===== config.mk =====
export PLATFORM = sky130hd
export DESIGN_NAME = ifsb4_top
export DESIGN_NICKNAME = d
export VERILOG_FILES = /design/src/hw/ifsb4_pkg.sv /design/src/hw/ifsb4_sync.sv /design/src/hw/ifsb4_top.sv
export SDC_FILE = /design/constraint.sdc
export NUM_CORES = 1
export LEC_CHECK = 0
export BUFFER_PORTS_ARGS = -buffer_cell sky130_fd_sc_hd__buf_2
export CAP_MARGIN = 20
export CORE_MARGIN = 2
export CORE_UTILIZATION = 40
export DETAILED_ROUTE_END_ITERATION = 8
export PLACE_DENSITY_LB_ADDON = 0.3
export SLEW_MARGIN = 10
export SYNTH_ARGS = -nofsm -noshare
export SYNTH_HDL_FRONTEND = slang
export SYNTH_SLANG_ARGS = --single-unit

===== constraint.sdc =====
create_clock -name clk -period 1.9 [get_ports clk]
set_clock_uncertainty 0.15 [all_clocks]
set_input_delay 0.095 -clock clk [delete_from_list [all_inputs] [get_ports clk]]
set_output_delay 0.095 -clock clk [all_outputs]
set_load 0.1 [all_outputs]

===== src/hw/ifsb4_pkg.sv =====
// package: register map, field positions and bus constants for the flag bank
package ifsb4_pkg;
  // register byte addresses (word aligned)
  localparam logic [7:0]  IFSB4_FLAGS_ADDR  = 8'h00;
  localparam logic [7:0]  IFSB4_MASK_ADDR   = 8'h04;
  localparam logic [7:0]  IFSB4_EVENT_ADDR  = 8'h08;
  localparam logic [7:0]  IFSB4_EMASK_ADDR  = 8'h0c;
  // flag positions inside the 16-bit bank register
  localparam int          IFSB4_LVD_POS     = 8;
  localparam int          IFSB4_CRC_POS     = 3;
  localparam int          IFSB4_SPB_POS     = 2;
  localparam int          IFSB4_SPA_POS     = 1;
  // implemented bits of the bank register
  localparam logic [15:0] IFSB4_IMPL_MASK   = 16'h010e;
  localparam logic [15:0] IFSB4_FLAGS_RESET = 16'h0000;
  localparam logic [15:0] IFSB4_MASK_RESET  = 16'h0000;
  localparam logic [3:0]  IFSB4_EV_RESET    = 4'h0;
  localparam int          IFSB4_NSRC        = 4;
  localparam logic [31:0] IFSB4_UNMAPPED    = 32'h0000_0000;

  // source request strobes, one per flag
  typedef struct packed {
    logic low_voltage;
    logic checksum_engine;
    logic serial_port_b_err;
    logic serial_port_a_err;
  } ifsb4_src_type;

  // wishbone request carrier
  typedef struct packed {
    logic        cyc;
    logic        stb;
    logic        we;
    logic [3:0]  sel;
    logic [7:0]  adr;
    logic [31:0] dat;
  } ifsb4_wb_req_type;
endpackage : ifsb4_pkg


===== src/hw/ifsb4_sync.sv =====
// two-stage synchroniser bank for the asynchronous request inputs
`timescale 1ns/1ps
module ifsb4_sync #(
  parameter int WIDTH = 4
) (
  // clock and reset
  input  wire logic             clk,
  input  wire logic             rst,
  // raw and synchronised levels
  input  wire logic [WIDTH-1:0] async_in,
  output logic      [WIDTH-1:0] sync_out
);
  logic [WIDTH-1:0] stage1_reg;

  // first stage feeds only the second; nothing else reads it
  always_ff @(posedge clk or posedge rst) begin
    if (rst) begin
      stage1_reg <= '0;
      sync_out   <= '0;
    end else begin
      stage1_reg <= async_in;
      sync_out   <= stage1_reg;
    end
  end
endmodule : ifsb4_sync


===== src/hw/ifsb4_top.sv =====
// fourth interrupt flag bank with wishbone slave and masked interrupt line
// Overview of operation
// - bit 8 holds low-voltage request flag
// - bit 3 holds checksum engine request flag
// - bit 2 holds serial port b error
// - bit 1 holds serial port a error
// - flag reads one once source requested
// - bits 7 to 4 read zero
// - bits 15-9 and 0 zero, writes ignored
`timescale 1ns/1ps
module ifsb4_top
  import ifsb4_pkg::*;
(
  // clock and reset
  input  wire logic          clk,
  input  wire logic          rst,
  // wishbone slave
  input  wire logic          wb_cyc_i,
  input  wire logic          wb_stb_i,
  input  wire logic          wb_we_i,
  input  wire logic [3:0]    wb_sel_i,
  input  wire logic [7:0]    wb_adr_i,
  input  wire logic [31:0]   wb_dat_i,
  output logic      [31:0]   wb_dat_o,
  output logic               wb_ack_o,
  // peripheral request levels, asynchronous
  input  wire ifsb4_src_type src_req,
  // combined interrupt
  output logic               irq
);
  ifsb4_wb_req_type req;
  ifsb4_src_type    src_sync;
  ifsb4_src_type    src_prev_reg;
  ifsb4_src_type    src_rise;
  logic [15:0]      flags_reg;
  logic [15:0]      flags_next;
  logic [15:0]      mask_reg;
  logic [3:0]       event_reg;
  logic [3:0]       event_next;
  logic [3:0]       emask_reg;
  logic [15:0]      set_vec;
  logic             bus_write;
  logic             irq_next;
  logic [31:0]      rd_data;
  logic [15:0]      mask_next;
  logic [3:0]       emask_next;

  // register map seen by software, one 32-bit word per register:
  //   0x00 flag bank, bits 8, 3, 2 and 1 read and write, all others read zero
  //   0x04 interrupt mask with the flag bank layout, unimplemented bits tied low
  //   0x08 sticky event log, one bit per source, write one to clear
  //   0x0c event log mask, one bit per source
  // anything else reads zero, ignores writes and is still acknowledged,
  // so a stray access never hangs the processor bus
  //
  // bus timing, one wait state:
  //   edge 1 sees cyc and stb with ack low and launches ack and read data
  //   edge 2 sees ack high with the request still held; a write lands here
  //   edge 3 sees ack low again, because ack never stands two cycles
  // a master that releases only after ack therefore always gives an idle gap
  //
  // request timing:
  //   a source level passes two flops before anything reads it
  //   the third flop keeps the previous level for the edge detector
  //   a held level sets its flag once; it must fall and rise again to re-arm
  //   flag, event bit and irq all change on the same edge
  // limitation: a pulse shorter than one clock may be missed entirely

  // map the source strobes onto their bank positions
  function automatic logic [15:0] ifsb4_place(input ifsb4_src_type s);
    logic [15:0] v;
    v = 16'h0000;
    v[IFSB4_LVD_POS] = s.low_voltage;
    v[IFSB4_CRC_POS] = s.checksum_engine;
    v[IFSB4_SPB_POS] = s.serial_port_b_err;
    v[IFSB4_SPA_POS] = s.serial_port_a_err;
    return v;
  endfunction : ifsb4_place

  // byte-lane merge of a write into a 16-bit register
  function automatic logic [15:0] ifsb4_merge(input logic [15:0] old, input logic [31:0] d,
                                              input logic [3:0] sel);
    logic [15:0] v;
    v = old;
    if (sel[0]) v[7:0] = d[7:0];
    if (sel[1]) v[15:8] = d[15:8];
    return v;
  endfunction : ifsb4_merge

  assign req = '{cyc: wb_cyc_i, stb: wb_stb_i, we: wb_we_i, sel: wb_sel_i, adr: wb_adr_i, dat: wb_dat_i};

  // request pins come from other domains
  ifsb4_sync #(
    .WIDTH (IFSB4_NSRC)
  ) u_sync (
    .clk      (clk),
    .rst      (rst),
    .async_in (src_req),
    .sync_out (src_sync)
  );

  // edge detect on synchronised levels so a held request sets once
  always_ff @(posedge clk or posedge rst) begin
    if (rst) begin
      src_prev_reg <= '0;
    end else begin
      src_prev_reg <= src_sync;
    end
  end
  assign src_rise = src_sync & ~src_prev_reg;
  assign set_vec  = ifsb4_place(src_rise);

  // write strobe: lands on the edge where the master sees ack high
  assign bus_write = req.cyc && req.stb && req.we && wb_ack_o;

  // flag bank next value; hardware set beats a software clear
  always_comb begin
    flags_next = flags_reg;
    if (bus_write && req.adr == IFSB4_FLAGS_ADDR) begin
      flags_next = ifsb4_merge(flags_reg, req.dat, req.sel);
    end
    flags_next = (flags_next | set_vec) & IFSB4_IMPL_MASK;
  end

  // flag bank register
  always_ff @(posedge clk or posedge rst) begin
    if (rst) begin
      flags_reg <= IFSB4_FLAGS_RESET;
    end else begin
      flags_reg <= flags_next;
    end
  end

  // mask next value; irq needs it to follow a mask write on the same edge
  always_comb begin
    mask_next = mask_reg;
    if (bus_write && req.adr == IFSB4_MASK_ADDR) begin
      mask_next = ifsb4_merge(mask_reg, req.dat, req.sel) & IFSB4_IMPL_MASK;
    end
  end

  // interrupt mask over the bank layout
  always_ff @(posedge clk or posedge rst) begin
    if (rst) begin
      mask_reg <= IFSB4_MASK_RESET;
    end else begin
      mask_reg <= mask_next;
    end
  end

  // event mask next value, lane 0 only
  always_comb begin
    emask_next = emask_reg;
    if (bus_write && req.adr == IFSB4_EMASK_ADDR && req.sel[0]) begin
      emask_next = req.dat[3:0];
    end
  end

  // sticky event log, write one to clear; a new event wins over the clear
  always_comb begin
    event_next = event_reg;
    if (bus_write && req.adr == IFSB4_EVENT_ADDR && req.sel[0]) begin
      event_next = event_reg & ~req.dat[3:0];
    end
    event_next = event_next | src_rise;
  end

  // event log register and its mask
  always_ff @(posedge clk or posedge rst) begin
    if (rst) begin
      event_reg <= IFSB4_EV_RESET;
      emask_reg <= IFSB4_EV_RESET;
    end else begin
      event_reg <= event_next;
      emask_reg <= emask_next;
    end
  end

  // interrupt follows the next state so it appears with the flag
  assign irq_next = |(flags_next & mask_next) || |(event_next & emask_next);
  always_ff @(posedge clk or posedge rst) begin
    if (rst) begin
      irq <= 1'b0;
    end else begin
      irq <= irq_next;
    end
  end

  // read mux; unmapped addresses return zero but still ack
  always_comb begin
    case (req.adr)
      IFSB4_FLAGS_ADDR: rd_data = {16'h0000, flags_reg & IFSB4_IMPL_MASK};
      IFSB4_MASK_ADDR:  rd_data = {16'h0000, mask_reg};
      IFSB4_EVENT_ADDR: rd_data = {28'h0000000, event_reg};
      IFSB4_EMASK_ADDR: rd_data = {28'h0000000, emask_reg};
      default:          rd_data = IFSB4_UNMAPPED;
    endcase
  end

  // one-wait-state ack, one cycle high per request
  always_ff @(posedge clk or posedge rst) begin
    if (rst) begin
      wb_ack_o <= 1'b0;
    end else begin
      wb_ack_o <= req.cyc && req.stb && !wb_ack_o;
    end
  end

  // read data register; loaded every cycle, only meaningful beside ack
  always_ff @(posedge clk or posedge rst) begin
    if (rst) begin
      wb_dat_o <= 32'h0000_0000;
    end else begin
      wb_dat_o <= rd_data;
    end
  end

  // checks
  a_unimpl_reads_zero: assert property (@(posedge clk) disable iff (rst)
    (flags_reg & ~IFSB4_IMPL_MASK) == 16'h0000) else $error("unimplemented flag bit set");
  a_high_bits_zero: assert property (@(posedge clk) disable iff (rst)
    wb_ack_o && $past(req.adr) == IFSB4_FLAGS_ADDR |-> wb_dat_o[15:9] == 7'h00 && !wb_dat_o[0])
    else $error("flag read shows unimplemented bit");
  a_lvd_sets: assert property (@(posedge clk) disable iff (rst)
    src_rise.low_voltage |=> flags_reg[IFSB4_LVD_POS]) else $error("low voltage flag not set");
  a_crc_sets: assert property (@(posedge clk) disable iff (rst)
    src_rise.checksum_engine |=> flags_reg[IFSB4_CRC_POS]) else $error("checksum flag not set");
  a_spb_sets: assert property (@(posedge clk) disable iff (rst)
    src_rise.serial_port_b_err |=> flags_reg[IFSB4_SPB_POS]) else $error("port b flag not set");
  a_spa_sets: assert property (@(posedge clk) disable iff (rst)
    src_rise.serial_port_a_err |=> flags_reg[IFSB4_SPA_POS]) else $error("port a flag not set");
  a_flag_holds: assert property (@(posedge clk) disable iff (rst)
    !bus_write && set_vec == 16'h0000 |=> flags_reg == $past(flags_reg)) else $error("flag changed without cause");
  a_sw_clear: assert property (@(posedge clk) disable iff (rst)
    bus_write && req.adr == IFSB4_FLAGS_ADDR && req.sel[0] && !req.dat[IFSB4_CRC_POS] && !set_vec[IFSB4_CRC_POS]
    |=> !flags_reg[IFSB4_CRC_POS]) else $error("software clear lost");
  a_ack_pulse: assert property (@(posedge clk) disable iff (rst)
    wb_ack_o |=> !wb_ack_o) else $error("ack held two cycles");
  a_irq_level: assert property (@(posedge clk) disable iff (rst)
    irq == (|(flags_reg & mask_reg) || |(event_reg & emask_reg))) else $error("irq disagrees with state");

  // bus answer and read path checks
  a_ack_answers: assert property (@(posedge clk) disable iff (rst)
    req.cyc && req.stb && !wb_ack_o |=> wb_ack_o) else $error("request not acknowledged");
  a_ack_idle: assert property (@(posedge clk) disable iff (rst)
    !req.cyc |=> !wb_ack_o) else $error("ack without request");
  a_read_flags: assert property (@(posedge clk) disable iff (rst)
    wb_ack_o && $past(req.adr) == IFSB4_FLAGS_ADDR |-> wb_dat_o == {16'h0000, $past(flags_reg)})
    else $error("flag read disagrees with bank");
  a_read_mask: assert property (@(posedge clk) disable iff (rst)
    wb_ack_o && $past(req.adr) == IFSB4_MASK_ADDR |-> wb_dat_o == {16'h0000, $past(mask_reg)})
    else $error("mask read disagrees with register");
  a_read_events: assert property (@(posedge clk) disable iff (rst)
    wb_ack_o && $past(req.adr) == IFSB4_EVENT_ADDR |-> wb_dat_o == {28'h0000000, $past(event_reg)})
    else $error("event read disagrees with log");
  a_unmapped_zero: assert property (@(posedge clk) disable iff (rst)
    wb_ack_o && $past(req.adr) != IFSB4_FLAGS_ADDR && $past(req.adr) != IFSB4_MASK_ADDR
    && $past(req.adr) != IFSB4_EVENT_ADDR && $past(req.adr) != IFSB4_EMASK_ADDR
    |-> wb_dat_o == 32'h0000_0000) else $error("unmapped read not zero");
  a_mask_impl: assert property (@(posedge clk) disable iff (rst)
    (mask_reg & ~IFSB4_IMPL_MASK) == 16'h0000) else $error("mask holds unimplemented bit");

  // hardware set against software clear, and the edge detector
  a_set_beats_clear: assert property (@(posedge clk) disable iff (rst)
    bus_write && req.adr == IFSB4_FLAGS_ADDR && set_vec != 16'h0000
    |=> (flags_reg & $past(set_vec)) == $past(set_vec)) else $error("set lost to clear");
  a_edge_history: assert property (@(posedge clk) disable iff (rst)
    src_prev_reg == $past(src_sync)) else $error("edge detector history wrong");
  a_irq_from_flag: assert property (@(posedge clk) disable iff (rst)
    flags_reg[IFSB4_LVD_POS] && mask_reg[IFSB4_LVD_POS] |-> irq) else $error("unmasked flag without irq");

  // per-bit checks over the whole bank register
  for (genvar b = 0; b < 16; b++) begin : g_bit_chk
    if (IFSB4_IMPL_MASK[b]) begin : g_impl
      a_bit_write: assert property (@(posedge clk) disable iff (rst)
        bus_write && req.adr == IFSB4_FLAGS_ADDR && req.sel[b/8]
        |=> flags_reg[b] == ($past(req.dat[b]) || $past(set_vec[b])))
        else $error("flag bit did not take write");
    end else begin : g_unimpl
      a_bit_tied: assert property (@(posedge clk) disable iff (rst)
        !flags_reg[b] && !mask_reg[b]) else $error("unimplemented bit held a one");
    end
  end

  // per-source event log checks
  for (genvar g = 0; g < IFSB4_NSRC; g++) begin : g_src_chk
    a_event_sets: assert property (@(posedge clk) disable iff (rst)
      src_rise[g] |=> event_reg[g]) else $error("event bit not set");
    a_event_sticky: assert property (@(posedge clk) disable iff (rst)
      event_reg[g] && !(bus_write && req.adr == IFSB4_EVENT_ADDR && req.sel[0] && req.dat[g])
      |=> event_reg[g]) else $error("event bit lost");
    a_event_quiet: assert property (@(posedge clk) disable iff (rst)
      !event_reg[g] && !src_rise[g] |=> !event_reg[g]) else $error("event bit set without cause");
  end

  c_flag_read: cover property (@(posedge clk) disable iff (rst)
    wb_ack_o && $past(req.adr) == IFSB4_FLAGS_ADDR && wb_dat_o != 32'h0);
  c_irq_rise: cover property (@(posedge clk) disable iff (rst) $rose(irq));
  c_set_and_clear: cover property (@(posedge clk) disable iff (rst)
    bus_write && req.adr == IFSB4_EVENT_ADDR && |src_rise);
  c_mask_write: cover property (@(posedge clk) disable iff (rst)
    bus_write && req.adr == IFSB4_MASK_ADDR);
endmodule : ifsb4_top


# ---- Word-level counts from Yosys, hierarchy flattened
# Index checks and enable logic that the tools add are counted.
dict set report op_classes {
  n_reduce_logical 15
  muxes 9
  bitwise 8
  n_lt_le_gt_ge 0
  n_mul 0
  add_sub_neg 0
  n_eq_ne 3
  shifts 0
  div_mod_pow 0
}
# operator n
set op_table {}
lappend op_table {{$pmux W16 S4} 1}
lappend op_table {{$and A9 B16 Y16} 1}
lappend op_table {{$eq A8 B4 Y1 const B} 2}
lappend op_table {{$mux W16} 1}
lappend op_table {{$reduce_or A16 Y1} 1}
lappend op_table {{$and A4 B4 Y4} 3}
lappend op_table {{$mux W4} 3}
lappend op_table {{$logic_and A1 B1 Y1} 10}
lappend op_table {{$mux W9} 1}
lappend op_table {{$or A9 B9 Y9} 1}
lappend op_table {{$eq A8 B3 Y1 const B} 1}
lappend op_table {{$logic_not A8 Y1} 1}
lappend op_table {{$mux W8} 1}
lappend op_table {{$not A4 Y4} 2}
lappend op_table {{$or A4 B4 Y4} 1}
lappend op_table {{$reduce_or A4 Y1} 1}
lappend op_table {{$mux W1} 2}
lappend op_table {{$logic_not A1 Y1} 1}
lappend op_table {{$logic_or A1 B1 Y1} 1}
dict set report word_totals {
  n_memories 0
  latchBits 0
  word_cells 48
  romBits 0
  ramBits 0
  register_bits 74
}

# ---- Logic depth before layout (Yosys ltp)
# Gate-level depths: netlist of the first run.
dict set report logic_depth {
  word_depth 10
  mapped_depth 8
}

# ---- By module
# From an unflattened synthesis of the first run, not the netlist that was laid out.
dict set report unflattened {
  hier_cells 140
  hier_area_um2 1661.6
}
# mod area_each_um2 cells_each instances
set modules_own_cells {}
lappend modules_own_cells {ifsb4_top 1457.6 131 1}
lappend modules_own_cells {ifsb4_sync 203.9 9 1}

# ---- Worst setup path after synthesis of the first run
# OpenSTA, ideal clock, no wires.
dict set report synth_path {
  kind {reg-to-reg}
  from {register wb_ack_o}
  to {register irq}
  period_less_slack_ns 2.792
  path_buffers 1
  required_time_ns 1.615
  path_slack_ns -0.892
  arrival_ns 2.507
  stages_incl_launch_ff 8
  setup_ns 0.135
  path_cell_list {dfrtp_1 > nand4_1 > or4_4 > buf_6 > o22ai_4 > a211oi_2 > a311oi_2 > nand4_1}
}
dict set report synth_via {
  elab_chain_cells 8
  elab_cells_between_ends 18
}
# item line
set synth_lines {}
lappend synth_lines {{start: declaration} ifsb4_top.sv:25} ;# output logic wb_ack_o,
lappend synth_lines {{start signal: assignment} ifsb4_top.sv:205} ;# wb_ack_o <= req.cyc && req.stb && !wb_ack_o;
lappend synth_lines {{$logic_and A1 B1 Y1 *} ifsb4_top.sv:114} ;# assign bus_write = req.cyc && req.stb && req.we && wb_ack_o;
lappend synth_lines {{$logic_and A1 B1 Y1 (2 in series)} ifsb4_top.sv:162} ;# if (bus_write && req.adr == IFSB4_EVENT_ADDR && req.sel[0]) begin
lappend synth_lines {{$mux W4} ifsb4_top.sv:162}
lappend synth_lines {{$or A4 B4 Y4} ifsb4_top.sv:165} ;# event_next = event_next | src_rise;
lappend synth_lines {{$and A4 B4 Y4} ifsb4_top.sv:180} ;# assign irq_next = |(flags_next & mask_next) || |(event_next & emask_next);
lappend synth_lines {{$reduce_or A4 Y1} ifsb4_top.sv:180}
lappend synth_lines {{$logic_or A1 B1 Y1 *} ifsb4_top.sv:180}
lappend synth_lines {{net irq_next} ifsb4_top.sv:43} ;# logic irq_next;
lappend synth_lines {{end signal: assignment} ifsb4_top.sv:185} ;# irq <= irq_next;
lappend synth_lines {{end: declaration} ifsb4_top.sv:29} ;# output logic irq
# Mark *: on every way through the listed nets, which the timed path passes. The rest lies on a longest branch.

# ---- Worst setup path in the final report of the first run
# Same ends and word-level chain as after synthesis.

==> results of run 1 <==
worst max-delay path, cell delays in order, from the launching register on:
cell      delay [ps]
dfrtp_4          400
nand4_1          130
or4_4            610
o22a_1           250
a311oi_2         180
nand4_1          120
kinds of logic (layout without fill, tap and decap cells):
family	after synthesis	in the layout
multiplexers	17	17
AO/OA/AOI/OAI	15	15
other	1	27
AND/OR/NAND/NOR	50	50
flip-flops	35	35
buffers and inverters	31	76
power groups by stage:
stage,clock network [mW],logic (mW),registers [mW]
floorplan,0,0.325,0.794
global placement,0,0.357,0.780
detailed placement,0,0.361,0.780
CTS,0.708,0.380,0.766
global route,0.730,0.401,0.767
finish,0.685,0.384,0.766
area by class of cell:
cell class	instances	area [sq um]
flip-flops and latches	35	880
clock buffers	6	82.6
clock inverters	2	35.0
inverters	1	3.75
repair buffers	67	464
fillers	363	1950
multi-input cells	109	813
well taps	52	65.1
stage by stage:
| stage | area (sq um) | setup TNS (ps) | setup slack [ps] |
|---|---|---|---|
| 6_report | 2340 | -182 | -74.2 |
| 5_1_grt | 2340 | -369 | -174 |
| 4_1_cts | 2290 | -260 | -111 |
| 3_5_place_dp | 2000 | -1110 | -329 |
| 3_3_place_gp | 2000 | -1050 | -296 |
| 2_1_floorplan | 1870 | -1190 | -463 |
worst paths after layout:
path / from / depth (start not counted) / endpoint
min reg2reg: u_sync.stage1_reg[2]$_DFF_PP0_ / 0 / u_sync.sync_out[2]$_DFF_PP0_
max: wb_ack_o$_DFF_PP0_ / 5 / irq$_DFF_PP0_
min: wb_adr_i[2] / 3 / flags_reg[8]$_DFF_PP0_
max in group asynchronous: rst / 4 / wb_ack_o$_DFF_PP0_
min in group asynchronous: rst / 4 / u_sync.stage1_reg[0]$_DFF_PP0_
max reg2reg: wb_ack_o$_DFF_PP0_ / 5 / irq$_DFF_PP0_
repair_timing:
action                                 in CTS  in global routing
hold buffers                               13                  0
gates resized for setup                     4                  6
endpoints found under the hold margin      50                  0
buffers inserted                            3                  2
setup endpoints to repair                   1                  3
pin swaps                                   7                  6
Yosys cell counts, drive strengths merged, types with 2 or more instances:
master,count
mux4,3
a21o,4
o22ai,3
nand2b,2
clkbuf,2
buf,28
dfrtp,35
nand2,9
nor2,9
nor3b,2
a22oi,2
mux2i,6
and3,3
mux2,8
nor4,2
nor2b,8
or4,3
nand4,4
nor3,2
routing by layer:
layer,share of wire [%],routed length [um]
met1,40,1460
met2,49,1780
met3,7.7,282
met4,3.2,118
met5,0,0
==> out/qor.yml, run 1 <==
routing:
  routedWlPerCell_um: 13.4
  firstDrtPassIters: 4
  wl_mm: 3.64
  antenna_left: 0
  viasPerCell: 4.82
  drtIter0Drc: 99
  drc: 0
  via_count: 1312
floorplan:
  die_y_um: 70.4
  dieArea_sq_um: 4960
  ios: 87
  rows: 24
  fp.dieW_um: 70.4
  initial_core_util_pct: 41.1
  core_area_sq_um: 4290
cells_and_area:
  area_growth_pct: 32.7
  layout_commonest_cell: "dfrtp_1"
  stdcell_count: 272
  diodes: 0
  post-route-util_pct: 54.6
  nNetsFinal: 272
  final_cell_mix: "34 x dfrtp_1, 30 x buf_2, 27 x conb_1"
  drive_gt1_share_pct: 40.5
  largest_register_ffs: 5
  regMostFlops: "wb_dat_o"
logic_synthesis:
  synth_cell_types: 37
  ys_seq_elements: 35
  async_flop_share_pct: 100
  synth_fa_ha_area_share_pct: 0
  ys_warn_count: 0
  synth_edf_count: 0
  yosys.area.top_type: "dfrtp_1"
  ys_top_cells_by_area: "dfrtp_1 50%, buf_4 11%, mux2_2 5.1%, mux4_2 3.8%, mux2i_1 3.4%"
  synth.top_cell.area_share_pct: 49.6
  ys_seq_area_share_pct: 49.6
  synthMuxAreaShare_pct: 12.3
  syn_area_per_cell_sq_um: 11.8
  synth_cells: 149
  synth-compound-area-share_pct: 7.73
  synthesis.area_sq_um: 1770
  synth_top_family_by_area: "simple AND/OR/NAND/NOR gates"
  synth_xor_area_share_pct: 0
  yosys.area_share.simple_pct: 17.4
  synthFlopType: "dfrtp_1"
critical_path:
  cp.required_ps: 1910
  startpoint_type: "flip-flop"
  worstPathMaxFanout: 8
  rrSetupSlack_ps: -70
  cp-end-kind: "flip-flop"
  worstPathArrival_ps: 1980
  critPathKind: "flip-flop to flip-flop"
power_and_ir_drop:
  p_leak_nw: 1.12
  p_switching_mw: 0.581
  internal-power_mw: 1.25
  ir_worst_vdd_v: 0.000462
  power_frac_comb_pct: 20.9
  clkPwrFrac_pct: 37.3
  p_sw_share_pct: 31.7
  powerDensity_nw_per_um2: 783
  power.total_mw: 1.84
  seq_power_share_pct: 41.7
grt:
  grt.met1_usage_pct: 18.3
  grt_pass1_vias: 1278
  overflow: 0
  top_usage_layer: "met2"
  grt_util_all_layers_pct: 15.2
  met3_usage_pct: 4.47
  grt_first_pass_wirelength_mm: 5.86
  antenna_found_initial: 0
  grt_max_degree: 36
  met2_usage_pct: 25.4
sta:
  setup_ws_ps: -74.2
  holdWs_ps: 86.7
  final_hold_viol_count: 0
  rsz0062_at_grt: "yes"
  drv_slew: 0
  min_period_over_period_pct: 104
  fmax_mhz: 507
  setup_viol_count_final: 3
  period_minus_slack_ps: 1970
clock_tree:
  cts_tree: "yes"
  cts_buffers: 5
  cts-root-buf: "clkbuf_8"
  clkTransAtPathRegs_ps: 70
  cts_max_path_buffers: 2
  worstSkewPairLatency_ps: 280
  htreeDepth: 2
  cts_sinks: 35
job:
  max_cap_violations: 0
placed_design:
  routabilityCongestion: 0.838
  placed_cells: 246
  hpwl_mm: 2.64
  io_buffers: 30
run_status:
  violations: "setup timing"
  status: "finished with violations"
hold_path:
  hold_class: "primary input to flip-flop"
Power figures use the tool's default switching activity.
==> inputs of run 2 (changes only) <==
--- a/config.mk
+++ b/config.mk
@@ -11,6 +11,7 @@
 export CORE_UTILIZATION = 40
 export DETAILED_ROUTE_END_ITERATION = 8
 export PLACE_DENSITY_LB_ADDON = 0.3
+export SKIP_CTS_REPAIR_TIMING = 1
 export SLEW_MARGIN = 10
 export SYNTH_ARGS = -nofsm -noshare
 export SYNTH_HDL_FRONTEND = slang
==> constraint.sdc (replaced) <==
create_clock -name clk -period 1.9 [get_ports clk]
set_clock_uncertainty 0.15 [all_clocks]
set_input_delay 0.475 -clock clk [delete_from_list [all_inputs] [get_ports clk]]
set_output_delay 0.475 -clock clk [all_outputs]
set_load 0.1 [all_outputs]
==> run 2 against run 1 <==
  * The flow still finishes with violations (setup timing)
  * Critical endpoint unchanged
  * Global-route usage down 0.13 points
  * Combinational power down 3%
  * Routed wire length down 2.5%
  * Clock power down 27%
  * Sequential power about the same
  * Highest routed layer unchanged
  * Power down 11%
  * Die area unchanged
  * Count of clock-buffer cells in the layout up 1
==> out/qor.yml, run 2 (same netlist as run 1, synthesis figures left out) <==
power_and_ir_drop:
  power_frac_comb_pct: 22.7
  p_leak_nw: 1.07
  ir_worst_vdd_v: 0.000330
  internal-power_mw: 1.07
  p_sw_share_pct: 34.4
  clkPwrFrac_pct: 30.5
  p_switching_mw: 0.564
  seq_power_share_pct: 46.8
  powerDensity_nw_per_um2: 747
cells_and_area:
  stdcell_count: 262
  nNetsFinal: 263
  drive_gt1_share_pct: 41.4
  diodes: 0
  largest_register_ffs: 5
  area_growth_pct: 24.3
  layout_commonest_cell: "dfrtp_1"
  final_cell_mix: "34 x dfrtp_1, 28 x buf_2, 27 x conb_1"
  regMostFlops: "wb_dat_o"
  post-route-util_pct: 51.1
sta:
  fmax_mhz: 436
  setup_viol_count_final: 5
  min_period_over_period_pct: 121
  period_minus_slack_ps: 2290
  setup_ws_ps: -392
  rsz0062_at_grt: "yes"
  drv_slew: 0
  final_hold_viol_count: 0
placed_design:
  io_buffers: 30
  routabilityCongestion: 0.814
  placed_cells: 249
  hpwl_mm: 2.62
clock_tree:
  htreeDepth: 2
  cts_sinks: 35
  clkTransAtPathRegs_ps: 70
  cts-root-buf: "clkbuf_8"
  worstSkewPairLatency_ps: 290
  cts_max_path_buffers: 2
  cts_tree: "yes"
  cts_buffers: 5
floorplan:
  fp.dieW_um: 70.4
  initial_core_util_pct: 41.1
  dieArea_sq_um: 4960
  ios: 87
  core_area_sq_um: 4290
  rows: 24
  die_y_um: 70.4
critical_path:
  cpMaxStageDelayCell: "or4_4"
  worstPathMaxFanout: 8
  critPathKind: "primary input to flip-flop"
  cp-end-kind: "flip-flop"
  crit_chain: "buf_6 > or4_4 > or4_4 > o22a_1 > a311oi_2 > nand4_1"
  startpoint_type: "primary input"
  cpPeakStageDelay_ps: 620
  worstPathArrival_ps: 2300
  path_common_cell: "or4_4"
  cp.required_ps: 1910
routing:
  drc: 0
  via_count: 1258
  viasPerCell: 4.80
  drtIter0Drc: 47
  antenna_left: 0
  wl_mm: 3.55
  routedWlPerCell_um: 13.5
  firstDrtPassIters: 4
hold_path:
  hold_class: "primary input to async pin"
grt:
  grt_pass1_vias: 1219
  grt_max_degree: 36
  grt_first_pass_wirelength_mm: 5.78
  grt_util_all_layers_pct: 15.1
  antenna_found_initial: 0
  overflow: 0
job:
  max_cap_violations: 0
run_status:
  status: "finished with violations"
  violations: "setup timing"
[run 2: cell types whose count changed in the layout (fill, tap and decap cells not counted), sizes merged]
cell,change
clkbuf,+1
dlygate4sd3,-13
buf,+4
bufinv,-1
clkinv,-1
[run 2: metrics by stage]
step	hold WS [ps]	cell area (sq um)	setup TNS, ps	worst slack [ps]	power [mW]
after floorplan	181	1880	-1890	-560	1.12
after global placement	183	2040	-5680	-693	1.14
after detailed placement	186	2040	-5780	-747	1.15
after CTS	129	2110	-1310	-448	1.65
after global routing	133	2190	-1760	-464	1.71
final	118	2190	-1390	-392	1.64
[run 2: power by group through the flow]
stage               Sequential [mW]  Combinational, mW  Clock (mW)
floorplan                     0.794              0.326           0
global placement              0.780              0.365           0
detailed placement            0.781              0.368           0
CTS                           0.767              0.368       0.516
global route                  0.768              0.390       0.550
finish                        0.767              0.373       0.499
[run 2: worst max-delay path: cells and delay by family]
family	cells	cell delay (ps)
simple gates	3	1260
buf+inv	1	90
compound gates	2	470
[run 2: final timing paths]
check | start | to | slack [ps] | depth (start not counted)
worst max-delay path | wb_adr_i[1] | irq$_DFF_PP0_ | -390 | 6
worst min-delay path | rst | emask_reg[2]$_DFF_PP0_ | 120 | 3
worst max register to register | wb_ack_o$_DFF_PP0_ | irq$_DFF_PP0_ | -140 | 5
worst min register to register | u_sync.stage1_reg[3]$_DFF_PP0_ | u_sync.sync_out[3]$_DFF_PP0_ | 200 | 0
max in group asynchronous | rst | wb_ack_o$_DFF_PP0_ | 1150 | 3
min in group clk | src_req[3] | u_sync.stage1_reg[3]$_DFF_PP0_ | 140 | 1
[run 2: cell type report]
class / instances / area [sq um]
clock buffers: 7 / 76.3
fillers: 389 / 2100
inverters: 1 / 3.75
multi-input cells: 109 / 790
flip-flops and latches: 35 / 880
well taps: 52 / 65.1
repair buffers: 58 / 380
[run 2: layer usage]
layer	GRT usage [%]	up-vias	part of all wire (%)
li1	-	597	-
met1	19.4	607	42
met2	22.5	47	49
met3	6.06	7	7.5
met4	6.41	0	1.7
met5	0	-	0
==> inputs of run 3 (changes only) <==
--- a/config.mk
+++ b/config.mk
@@ -5,11 +5,11 @@
 export SDC_FILE = /design/constraint.sdc
 export NUM_CORES = 1
 export LEC_CHECK = 0
-export BUFFER_PORTS_ARGS = -buffer_cell sky130_fd_sc_hd__buf_2
 export CAP_MARGIN = 20
 export CORE_MARGIN = 2
 export CORE_UTILIZATION = 40
 export DETAILED_ROUTE_END_ITERATION = 8
+export DONT_BUFFER_PORTS = 1
 export PLACE_DENSITY_LB_ADDON = 0.3
 export SKIP_CTS_REPAIR_TIMING = 1
 export SLEW_MARGIN = 10
==> run 3 against run 2 <==
  * The run still ends with setup timing left
  * Power grew 7.7%
  * Routed wire length down 7.7%
  * First-iteration DRC count rose by 28%
  * Clock power up 37%
  * Fmax increased by 8.3%
  * Core utilization shrank 3.4 points
  * Final cell count is 13% lower
  * Register-to-register slack hardly changed
  * Combinational power shrank 16%
  * Count of clock-buffer cells in the layout fell by 1
  * Worst hold slack lost 98 ps
==> out/qor.yml, run 3 (same netlist as run 1, synthesis figures left out) <==
cells_and_area:
  diodes: 0
  final_cell_mix: "34 x dfrtp_1, 27 x conb_1, 23 x buf_4"
  layout_commonest_cell: "dfrtp_1"
  stdcell_count: 229
  drive_gt1_share_pct: 31.6
  fin_area_sq_um: 2050
  largest_register_ffs: 5
  nFillCells: 402
  area_growth_pct: 15.9
  regMostFlops: "wb_dat_o"
  nNetsFinal: 229
  post-route-util_pct: 47.7
placed_design:
  routabilityCongestion: 0.873
  placed_cells: 220
  hpwl_mm: 2.53
  post_dp_cell_area_sq_um: 1890
  dp_slack_ps: -587
  io_buffers: 0
floorplan:
  rows: 24
  fp.dieW_um: 70.4
  core_area_sq_um: 4290
  ios: 87
  die_y_um: 70.4
  initial_core_util_pct: 41.1
  dieArea_sq_um: 4960
grt:
  overflow: 0
  grt.met1_usage_pct: 17.0
  top_usage_layer: "met2"
  grt_util_all_layers_pct: 14.8
  antenna_found_initial: 0
  grt_first_pass_wirelength_mm: 5.69
  grt_pass1_vias: 1206
  met2_usage_pct: 25.1
  grt_max_degree: 36
  met3_usage_pct: 5.34
critical_path:
  startpoint_type: "primary input"
  cp_num_buf_inv: 0
  worstPathArrival_ps: 2130
  cp-end-kind: "flip-flop"
  cpPeakStageDelay_ps: 520
  crit_family: "simple AND/OR/NAND/NOR gates"
  r2r-start: "wb_ack_o$_DFF_PP0_"
  r2r-end: "irq$_DFF_PP0_"
  cp.required_ps: 1910
  rrSetupSlack_ps: -130
  worstRegToRegCells: 5
  worstPathMaxFanout: 3
  crit_chain: "or4_4 > nor3_1 > nand4b_1 > mux2_4 > a22oi_2 > nand4_1"
  cpMaxStageDelayCell: "or4_4"
  critPathKind: "primary input to flip-flop"
routing:
  drtIter0Drc: 60
  routedWlPerCell_um: 14.3
  wl_mm: 3.28
  drc: 0
  antenna_left: 0
  via_count: 1138
  firstDrtPassIters: 4
  viasPerCell: 4.97
clock_tree:
  worstSkewPairLatency_ps: 290
  cts_buffers: 5
  htreeDepth: 2
  cts_tree: "yes"
  clkTransAtPathRegs_ps: 70
  cts_sinks: 35
  cts_max_path_buffers: 2
  cts-root-buf: "clkbuf_8"
sta:
  period_minus_slack_ps: 2120
  setup_viol_count_final: 4
  fmax_mhz: 473
  min_period_over_period_pct: 111
  rsz0062_at_grt: "yes"
  drv_slew: 0
  holdWs_ps: 19.8
  final_hold_viol_count: 0
  setup_ws_ps: -216
job:
  max_cap_violations: 0
power_and_ir_drop:
  p_leak_nw: 0.951
  powerDensity_nw_per_um2: 862
  ir_worst_vdd_v: 0.000483
run_status:
  violations: "setup timing"
  status: "finished with violations"
hold_path:
  hold_class: "primary input to async pin"
run 3: worst max path at each step:
stage                start  cells after the start            end  slack [ps]
2_1_floorplan  wb_adr_i[1]                      7  irq$_DFF_PP0_        -560
3_3_place_gp   wb_adr_i[1]                      6  irq$_DFF_PP0_        -550
3_5_place_dp   wb_adr_i[1]                      6  irq$_DFF_PP0_        -590
4_1_cts        wb_adr_i[1]                      6  irq$_DFF_PP0_        -280
5_1_grt        wb_adr_i[1]                      6  irq$_DFF_PP0_        -290
6_report       wb_adr_i[1]                      6  irq$_DFF_PP0_        -220
run 3: layout make-up:
type	count	area (sq um)	area share, %
multi-input combinational	109	797	38.9
clock buffer	6	82.6	4.03
sequential	35	880	43.0
inverter	1	3.75	0.183
clock inverter	2	35.0	1.71
tap	52	65.1	3.18
timing repair buffer	24	184	8.99
run 3: power breakdown:
| group | leakage, nW | internal (mW) | total (mW) | switching, mW |
|---|---|---|---|---|
| logic | 0.473 | 0.0329 | 0.315 | 0.282 |
| clock network | 0.0612 | 0.424 | 0.683 | 0.259 |
| registers | 0.417 | 0.761 | 0.766 | 0.00553 |
| total | 0.951 | 1.22 | 1.76 | 0.546 |
run 3: per-stage QoR:
stage	setup TNS (ps)	power (mW)
6_report	-369	1.76
5_1_grt	-569	1.84
4_1_cts	-663	1.79
3_5_place_dp	-2970	1.10
3_3_place_gp	-2860	1.09
2_1_floorplan	-1890	1.12
run 3: routing by layer:
| metal | up-vias | part of all wire (%) |
|---|---|---|
| met3 | 6 | 9.0 |
| met5 | - | 0 |
| met1 | 556 | 39 |
| li1 | 527 | - |
| met4 | 0 | 1.6 |
| met2 | 49 | 51 |
